`src/pwm_cycle_pkg.sv`:
```
package pwm_cycle_pkg;
    // ****************************************
    // Register map
    // ****************************************
    localparam logic [7:0] CFG_ADDR = 8'hda;
    localparam logic [7:0] CFG_RESET = 8'h00;
    localparam int BIT_RELOAD_SEL = 7;
    localparam int BIT_IRQ_MASK = 6;
    localparam int BIT_WRAP_FLAG = 5;
    localparam int CLSEL_LSB = 0;
    localparam int CLSEL_MSB = 1;
    // Writable bits; 4:2 always read zero
    localparam logic [7:0] CFG_WMASK = 8'he3;
    // Channel compare address base, high/low alternate
    localparam int NUM_CH = 6;
    localparam logic [7:0] CMP_LOW_BASE = 8'he9;
    localparam logic [7:0] CMP_HIGH_BASE = 8'hea;
    localparam logic [7:0] CMP_STRIDE = 8'h02;
    localparam logic [15:0] CMP_RESET = 16'h0000;
    localparam logic [10:0] CNT_RESET = 11'h000;

    typedef enum logic [1:0] {
        LEN_8 = 2'h0,
        LEN_9 = 2'h1,
        LEN_10 = 2'h2,
        LEN_11 = 2'h3
    } cycle_len_t;
endpackage : pwm_cycle_pkg

```
`src/pwm_cycle_channel.sv`:
```
`timescale 1ns/1ps
`default_nettype none
module pwm_cycle_channel
    import pwm_cycle_pkg::*;
(
    input wire logic i_sys_clk,
    input wire logic i_rst_n,
    input wire logic i_bank_sel,
    input wire logic i_wr_low,
    input wire logic i_wr_high,
    input wire logic [7:0] i_wdata,
    input wire logic i_wrap,
    input wire logic i_wide,
    input wire logic i_pwm_en,
    input wire logic [1:0] i_len,
    input wire logic [10:0] i_count,
    output logic [15:0] o_cmp,
    output logic [15:0] o_reload,
    output logic o_pwm
);
    logic [15:0] cmp_q;
    logic [15:0] reload_q;
    logic [15:0] cmp_d;
    logic [15:0] reload_d;
    logic reload_mode;
    logic [10:0] mask;

    // Reload only meaningful in 9..11-bit narrow mode
    assign reload_mode = i_pwm_en && !i_wide && (i_len != LEN_8);
    // Counter bits that take part in a narrow cycle
    assign mask = {(i_len == LEN_11), (i_len >= LEN_10), (i_len >= LEN_9),
        8'hff};

    // Bus writes go to one bank; wrap transfer loads compare
    always_comb begin
        cmp_d = cmp_q;
        reload_d = reload_q;
        if (i_wrap && reload_mode)
            cmp_d = reload_q;
        if (!i_bank_sel && i_wr_low)
            cmp_d[7:0] = i_wdata;
        if (!i_bank_sel && i_wr_high)
            cmp_d[15:8] = i_wdata;
        if (i_bank_sel && i_wr_low)
            reload_d[7:0] = i_wdata;
        if (i_bank_sel && i_wr_high)
            reload_d[15:8] = i_wdata;
    end

    always_ff @(posedge i_sys_clk or negedge i_rst_n) begin
        if (!i_rst_n) begin
            cmp_q <= CMP_RESET;
            reload_q <= CMP_RESET;
            o_pwm <= 1'b0;
        end else begin
            cmp_q <= cmp_d;
            reload_q <= reload_d;
            if (!i_pwm_en)
                o_pwm <= 1'b0;
            else if (i_wide)
                o_pwm <= {5'h00, i_count} < cmp_q;
            else
                o_pwm <= (i_count & mask[10:0]) < (cmp_q[10:0] & mask[10:0]);
        end
    end
    assign o_cmp = cmp_q;
    assign o_reload = reload_q;
endmodule : pwm_cycle_channel
`default_nettype wire

```
`src/pwm_cycle_config.sv`:
```
`timescale 1ns/1ps
`default_nettype none
// Operation
// - Select bit 0 maps normal compare
// - Select bit 1 maps auto-reload registers
// - Reload used only in 9-11 bit modes
// - Mask bit 6 gates wrap interrupt
// - Counter overflow at chosen bit sets flag
// - Software sets flag; only software clears
// - Length field picks 8/9/10/11 bits
// - Length applies except wide channels
// - Bits 4:2 read zero, ignore writes
// - Per-channel wide bit chooses 16-bit
module pwm_cycle_config
    import pwm_cycle_pkg::*;
(
    input wire logic i_sys_clk,
    input wire logic i_arst_n,
    input wire logic [7:0] i_sfr_addr,
    input wire logic i_sfr_wr,
    input wire logic i_sfr_rd,
    input wire logic [7:0] i_sfr_wdata,
    input wire logic i_cnt_tick,
    input wire logic [NUM_CH-1:0] i_pwm_en,
    input wire logic [NUM_CH-1:0] i_wide_pwm_select,
    output logic [7:0] o_sfr_rdata,
    output logic o_irq,
    output logic o_cycle_wrap_flag,
    output logic [NUM_CH-1:0] o_pwm
);
    // ****************************************
    // Reset synchroniser
    // ****************************************
    // Reset asserts at once but leaves on a clock edge; the first
    // flop may go metastable, so only the second one feeds the logic
    logic rst_meta_q;
    logic rst_n_q;
    always_ff @(posedge i_sys_clk or negedge i_arst_n) begin
        if (!i_arst_n) begin
            rst_meta_q <= 1'b0;
            rst_n_q <= 1'b0;
        end else begin
            rst_meta_q <= 1'b1;
            rst_n_q <= rst_meta_q;
        end
    end

    // ****************************************
    // Configuration register
    // ****************************************
    // Fields of the configuration byte and the shared counter
    logic reload_bank_select_q;
    logic cycle_wrap_irq_mask_q;
    logic cycle_wrap_flag_q;
    logic cycle_wrap_flag_d;
    logic [1:0] cycle_length_select_q;
    logic cfg_sel;
    logic cfg_wr;
    logic irq_mask_d;
    logic wrap;
    logic [10:0] array_main_counter_q;
    logic [10:0] cnt_inc;

    // Byte addresses of one channel's compare pair
    function automatic logic [7:0] low_addr(input int ch);
        low_addr = CMP_LOW_BASE + 8'(ch) * CMP_STRIDE;
    endfunction : low_addr

    function automatic logic [7:0] high_addr(input int ch);
        high_addr = CMP_HIGH_BASE + 8'(ch) * CMP_STRIDE;
    endfunction : high_addr

    // Address decode for the configuration register
    assign cfg_sel = i_sfr_addr == CFG_ADDR;
    assign cfg_wr = i_sfr_wr && cfg_sel;
    // Mask as it will stand after this edge
    assign irq_mask_d = cfg_wr ? i_sfr_wdata[BIT_IRQ_MASK]
        : cycle_wrap_irq_mask_q;
    // Plain 11-bit increment; the top carry is dropped on purpose
    assign cnt_inc = array_main_counter_q + 11'h001;

    // Overflow is seen before the increment, so the flag rises on
    // the same edge that carries the counter out of the chosen bit
    // length decode
    always_comb begin
        wrap = 1'b0;
        if (i_cnt_tick) begin
            unique case (cycle_wrap_len())
                LEN_8: wrap = array_main_counter_q[7:0] == 8'hff;
                LEN_9: wrap = array_main_counter_q[8:0] == 9'h1ff;
                LEN_10: wrap = array_main_counter_q[9:0] == 10'h3ff;
                LEN_11: wrap = array_main_counter_q[10:0] == 11'h7ff;
            endcase
        end
    end

    // Length code seen as the enum the decode expects
    function automatic cycle_len_t cycle_wrap_len();
        cycle_wrap_len = cycle_len_t'(cycle_length_select_q);
    endfunction : cycle_wrap_len

    // A clear that meets an overflow loses, so no wrap goes unseen
    // set wins over clear; hardware never clears
    always_comb begin
        cycle_wrap_flag_d = cycle_wrap_flag_q;
        if (cfg_wr)
            cycle_wrap_flag_d = i_sfr_wdata[BIT_WRAP_FLAG];
        if (wrap)
            cycle_wrap_flag_d = 1'b1;
    end

    // Software-owned fields; bits 4:2 have no storage at all
    // unused bits not stored
    always_ff @(posedge i_sys_clk or negedge rst_n_q) begin
        if (!rst_n_q) begin
            reload_bank_select_q <= CFG_RESET[BIT_RELOAD_SEL];
            cycle_wrap_irq_mask_q <= CFG_RESET[BIT_IRQ_MASK];
            cycle_length_select_q <= CFG_RESET[CLSEL_MSB:CLSEL_LSB];
        end else if (cfg_wr) begin
            reload_bank_select_q <= i_sfr_wdata[BIT_RELOAD_SEL];
            cycle_wrap_irq_mask_q <= i_sfr_wdata[BIT_IRQ_MASK];
            cycle_length_select_q <= i_sfr_wdata[CLSEL_MSB:CLSEL_LSB];
        end
    end

    // Flag register; its next value is resolved above
    always_ff @(posedge i_sys_clk or negedge rst_n_q) begin
        if (!rst_n_q)
            cycle_wrap_flag_q <= CFG_RESET[BIT_WRAP_FLAG];
        else
            cycle_wrap_flag_q <= cycle_wrap_flag_d;
    end

    // Counter of advance pulses; wraps silently at 11 bits
    always_ff @(posedge i_sys_clk or negedge rst_n_q) begin
        if (!rst_n_q)
            array_main_counter_q <= CNT_RESET;
        else if (i_cnt_tick)
            array_main_counter_q <= cnt_inc;
    end

    // Request follows the next mask and flag, so a masking write
    // silences it on the same edge rather than one cycle late
    // mask gates flag
    always_ff @(posedge i_sys_clk or negedge rst_n_q) begin
        if (!rst_n_q)
            o_irq <= 1'b0;
        else
            o_irq <= irq_mask_d && cycle_wrap_flag_d;
    end

    // Flag is visible as its own pin for the interrupt logic
    assign o_cycle_wrap_flag = cycle_wrap_flag_q;

    // ****************************************
    // Channels and read mux
    // ****************************************
    // The length field reaches the channels directly, so changing it
    // mid-cycle can end that cycle early or late; change it with outputs off
    logic [15:0] ch_cmp [NUM_CH];
    logic [15:0] ch_rel [NUM_CH];
    logic [15:0] ch_view [NUM_CH];
    logic [NUM_CH-1:0] wr_low;
    logic [NUM_CH-1:0] wr_high;
    logic [7:0] rd_mux;
    logic [7:0] cfg_rd;

    assign cfg_rd = {reload_bank_select_q, cycle_wrap_irq_mask_q,
        cycle_wrap_flag_q, 3'h0, cycle_length_select_q} & CFG_WMASK;

    // Both banks share one address pair; the select bit steers
    // writes inside the channel and reads through ch_view
    for (genvar g = 0; g < NUM_CH; g++) begin : g_ch
        // One decoded strobe per compare byte
        assign wr_low[g] = i_sfr_wr && (i_sfr_addr == low_addr(g));
        assign wr_high[g] = i_sfr_wr && (i_sfr_addr == high_addr(g));
        assign ch_view[g] = reload_bank_select_q ? ch_rel[g] : ch_cmp[g];
        pwm_cycle_channel pwm_cycle_channel_i (
            .i_sys_clk(i_sys_clk),
            .i_rst_n(rst_n_q),
            .i_bank_sel(reload_bank_select_q),
            .i_wr_low(wr_low[g]),
            .i_wr_high(wr_high[g]),
            .i_wdata(i_sfr_wdata),
            .i_wrap(wrap),
            .i_wide(i_wide_pwm_select[g]),
            .i_pwm_en(i_pwm_en[g]),
            .i_len(cycle_length_select_q),
            .i_count(array_main_counter_q),
            .o_cmp(ch_cmp[g]),
            .o_reload(ch_rel[g]),
            .o_pwm(o_pwm[g])
        );
    end

    // Addresses never overlap, so the order of the tests is free
    always_comb begin
        rd_mux = 8'h00;
        if (cfg_sel)
            rd_mux = cfg_rd;
        for (int c = 0; c < NUM_CH; c++) begin
            if (i_sfr_addr == low_addr(c))
                rd_mux = ch_view[c][7:0];
            if (i_sfr_addr == high_addr(c))
                rd_mux = ch_view[c][15:8];
        end
    end

    // Registered read data, valid one cycle after strobe
    // Held between reads so a slow reader still sees a steady byte
    always_ff @(posedge i_sys_clk or negedge rst_n_q) begin
        if (!rst_n_q)
            o_sfr_rdata <= 8'h00;
        else if (i_sfr_rd)
            o_sfr_rdata <= rd_mux;
    end
endmodule : pwm_cycle_config
`default_nettype wire

```
`config.mk`:
```
export PLATFORM = sky130hd
export DESIGN_NAME = pwm_cycle_config
export DESIGN_NICKNAME = d
export VERILOG_FILES = /design/src/pwm_cycle_pkg.sv /design/src/pwm_cycle_channel.sv /design/src/pwm_cycle_config.sv
export SDC_FILE = /design/constraint.sdc
export NUM_CORES = 1
export LEC_CHECK = 0
export BUFFER_PORTS_ARGS = -buffer_cell sky130_fd_sc_hd__buf_4
export CAP_MARGIN = 40
export CORE_MARGIN = 4
export CORE_UTILIZATION = 31
export DETAILED_ROUTE_END_ITERATION = 16
export GPL_TIMING_DRIVEN = 0
export PLACE_DENSITY = 0.54
export SLEW_MARGIN = 20
export SYNTH_ARGS = -nofsm -noshare
export SYNTH_HDL_FRONTEND = slang
export SYNTH_SLANG_ARGS = --single-unit
```
`constraint.sdc`:
```
create_clock -name i_sys_clk -period 16.6 [get_ports i_sys_clk]
set_clock_uncertainty 0.15 [all_clocks]
set_input_delay 0.83 -clock i_sys_clk [delete_from_list [all_inputs] [get_ports i_sys_clk]]
set_output_delay 0.83 -clock i_sys_clk [all_outputs]
set_load 0.03 [all_outputs]
```
==> flow_summary.json <==
{
  "critical_path.startpoint": "array_main_counter_q[1]",
  "tightest_slew_ps": 907,
  "rsz0062_at_grt": "false",
  "drt-met1-wl_mm": 24.5,
  "yosys_most_used_dff": "dfrtp_1",
  "post_dp_cell_area_um2": 15200,
  "ys_ff_latch": 225,
  "ctsRootBufferMaster": "clkbuf_16",
  "fmax_mhz": 275,
  "startpoint_type": "flip-flop",
  "overflow": 0,
  "synth_most_common_cell": "dfrtp_1",
  "grt_pass1_wl_mm": 81.8,
  "wl_met2_mm": 25.5,
  "finalHoldViolations": 0,
  "crit_slowest_cell": "dfrtp_1",
  "clkTransAtPathRegs_ps": 60,
  "drc_errors": 0,
  "holdWs_ps": 91.3,
  "crit_path_max_incr_delay_ps": 850,
  "seqPwrFrac": 0.396,
  "p_total_mw": 1.67,
  "worst_slack_ps": 12970,
  "clkLatencyLatePin_ps": 570,
  "nNetsFinal": 1584,
  "final_cells": 2085,
  "max_cap_viol_count": 0,
  "rr_startpoint": "array_main_counter_q[1]",
  "synth_edf_count": 0,
  "multiInputGateArea_um2": 7450,
  "yosysUniqueCellTypes": 68,
  "netSwitchingPower_mw": 0.538,
  "dp_worst_setup_slack_ps": 12760,
  "antenna_found_initial": 1,
  "area_growth_pct": 18.0,
  "synth_cells": 1365,
  "synthArstFlopShare": 1.00,
  "grt_usage": 0.232,
  "period_share": 0.219,
  "r2r_end": "g_ch[4].pwm_cycle_channel_i.o_cmp[4]",
  "rrSetupSlack_ps": 12970,
  "min_path_type": "flip-flop to asynchronous set/reset pin",
  "p_sw_frac": 0.321,
  "critPathCaptureType": "flip-flop",
  "rr_worst_depth": 11,
  "initialDrtViolationCount": 1573,
  "p_clk_frac": 0.401,
  "dieArea_um2": 47900,
  "ys_seq_area_frac": 0.408,
  "cts_buffer_depth": 3,
  "synthTopCellsByArea": "dfrtp_1, mux2i_1, mux2_2",
  "final_area_um2": 16300,
  "port_buffers": 47,
  "via_per_inst": 5.63,
  "die_w_um": 219,
  "fillerInstances": 4491,
  "synthDominantCellAreaShare": 0.408,
  "initial_utilization": 0.312,
  "wl_met3_mm": 4.27,
  "status": "finished clean",
  "vias": 11700,
  "min_period_ps": 3630,
  "dp_hpwl_mm": 42.6,
  "design.core.area_um2": 44100,
  "crit_arrival_ps": 3890,
  "critPathMaxFanout": 10,
  "wl_mm": 56.5,
  "seq_area_um2": 5630,
  "ctsResizeCount": 0,
  "setup_violations": 0,
  "synth_fp_nets": 1478,
  "final_max_slew_viol_count": 0,
  "routed.top_layer": "met4",
  "grt_start_max_net_pins": 52,
  "pwr_density_cell_nw_per_um2": 103,
  "cts_tree": "yes",
  "yosysTopAreaCell": "dfrtp_1",
  "vdd_drop_max_mv": 0.0713,
  "p_int_mw": 1.13,
  "cp.required_ps": 16860,
  "syn_avg_cell_area_um2": 10.1,
  "clock_sinks": 225,
  "ios": 49,
  "dp_cells": 2028,
  "setup-tns-final_ps": 0,
  "row_count": 77,
  "max_slew_margin": 0.395,
  "post_cts.repair.setup_buffers": 0,
  "grt_pass1_vias": 11500,
  "drtPass1Iterations": 5,
  "path_cells": "ha_1 -> nand3_1 -> or3_4 -> inv_1 -> ha_1 -> nand3b_1 -> o21ai_4 -> nand3_1 -> clkbuf_1 -> nand2_1 -> a31oi_1",
  "ys_warn_count": 0,
  "h-tree-depth": 1,
  "dieHeight_um": 219,
  "path_class": "flip-flop to flip-flop",
  "numCtsBuffers": 28,
  "final_util": 0.369,
  "drive_above_1_share": 0.209,
  "ys_top_cells_by_count": "dfrtp_1, nand2_1, mux2i_1",
  "antenna_left": 0,
  "leakagePower_nw": 7.68,
  "wl_per_cell_um": 27.1,
  "place.gp.congestion": 0.971,
  "pwr-share-comb": 0.204,
  "synth_area_um2": 13800
}
[state kept, by name (all words and copies together), names as in the netlist]
register	flops
reload_bank_select_q	1
o_irq	1
g_ch.pwm_cycle_channel_i.o_cmp	96
rst_meta_q	1
array_main_counter_q	11
cycle_wrap_irq_mask_q	1
cycle_length_select_q	2
rst_n_q	1
o_cycle_wrap_flag	1
g_ch.pwm_cycle_channel_i.o_reload	96
g_ch.pwm_cycle_channel_i.o_pwm	6
o_sfr_rdata	8
[logic make-up (layout without fill, tap and decap cells)]
logic type | after synthesis | count (layout) | synth area share
flops | 225 | 225 | 0.408
simple gates | 358 | 358 | 0.127
compound gates | 300 | 300 | 0.137
other cells | 1 | 2 | 0.000272
mux | 235 | 235 | 0.197
buf+inv | 157 | 284 | 0.0510
xor+xnor | 9 | 9 | 0.00572
fa+ha+maj | 80 | 80 | 0.0726
[timing repair]
action / in CTS / in global routing
hold buffers: 1 / 0
endpoints found under the hold margin: 2 / 0
setup endpoints to repair: 0 / 0
[cell usage in the layout, fill, tap and decap left out, types with 6 or more instances in the layout]
cell | Yosys | layout
o2111ai_1 | 9 | 9
a21o_1 | 28 | 28
nor2_1 | 111 | 111
mux4_2 | 14 | 14
o21ai_0 | 59 | 59
o22ai_1 | 17 | 17
inv_1 | 65 | 65
clkbuf_8 | 0 | 7
buf_2 | 25 | 26
mux2_4 | 16 | 16
ha_1 | 80 | 80
mux2i_1 | 113 | 113
dfrtp_1 | 225 | 224
nand3b_1 | 6 | 6
nor2b_1 | 8 | 8
o211ai_1 | 9 | 9
nand3_1 | 26 | 26
xnor2_1 | 6 | 6
buf_6 | 6 | 20
a31oi_1 | 31 | 31
clkbuf_1 | 44 | 48
nand2b_1 | 12 | 12
a21oi_1 | 91 | 91
nand4_1 | 7 | 7
nor3_4 | 6 | 6
and2_1 | 6 | 6
buf_4 | 10 | 60
clkbuf_16 | 0 | 29
nand2_1 | 127 | 127
nor3_1 | 8 | 8
mux2_2 | 92 | 92
nand4b_1 | 6 | 6
and3_1 | 7 | 7
a32oi_1 | 6 | 6
a211oi_1 | 9 | 9
a221oi_1 | 9 | 9
[metal layers]
| layer | up-vias | GRT usage |
|---|---|---|
| met5 | - | 0 |
| met4 | 0 | 0.0819 |
| met3 | 107 | 0.0393 |
| met2 | 515 | 0.365 |
| met1 | 5967 | 0.324 |
| li1 | 5149 | - |
[power by group through the flow]
stage          Clock (mW)  Sequential, mW  Combinational [mW]
2_1_floorplan           0           0.630               0.197
3_3_place_gp            0           0.688               0.293
3_5_place_dp            0           0.679               0.319
4_1_cts             0.675           0.669               0.321
5_1_grt             0.695           0.664               0.377
6_report            0.670           0.662               0.341
[worst max-delay path, delay by kind of cell, from the launching register on]
kind | cells | cell delay, ps
flops | 1 | 850
simple gates | 5 | 1210
buf+inv | 2 | 480
compound gates | 2 | 280
fa+ha+maj | 2 | 500
[how the worst max path moves through the flow]
stage,endpoint,slack (ps),cells after the start
after floorplan,array_main_counter_q[0],9720,0
after global placement,g_ch[0].pwm_cycle_channel_i.o_pwm,6570,0
after detailed placement,g_ch[4].pwm_cycle_channel_i.o_cmp[6],12760,9
after CTS,g_ch[4].pwm_cycle_channel_i.o_cmp[4],12980,11
after global routing,g_ch[4].pwm_cycle_channel_i.o_cmp[4],12800,11
final,g_ch[4].pwm_cycle_channel_i.o_cmp[4],12970,11
[layout make-up]
cell class | instances | share of cell area
antenna | 1 | 0.000154
buffer | 90 | 0.0278
clock buffer | 40 | 0.0514
clock inverter | 11 | 0.0101
inverter | 67 | 0.0155
multi-input combinational | 983 | 0.458
sequential | 225 | 0.346
tap | 592 | 0.0455
timing repair buffer | 76 | 0.0454
No activity file was read; power rests on OpenSTA's default activity.
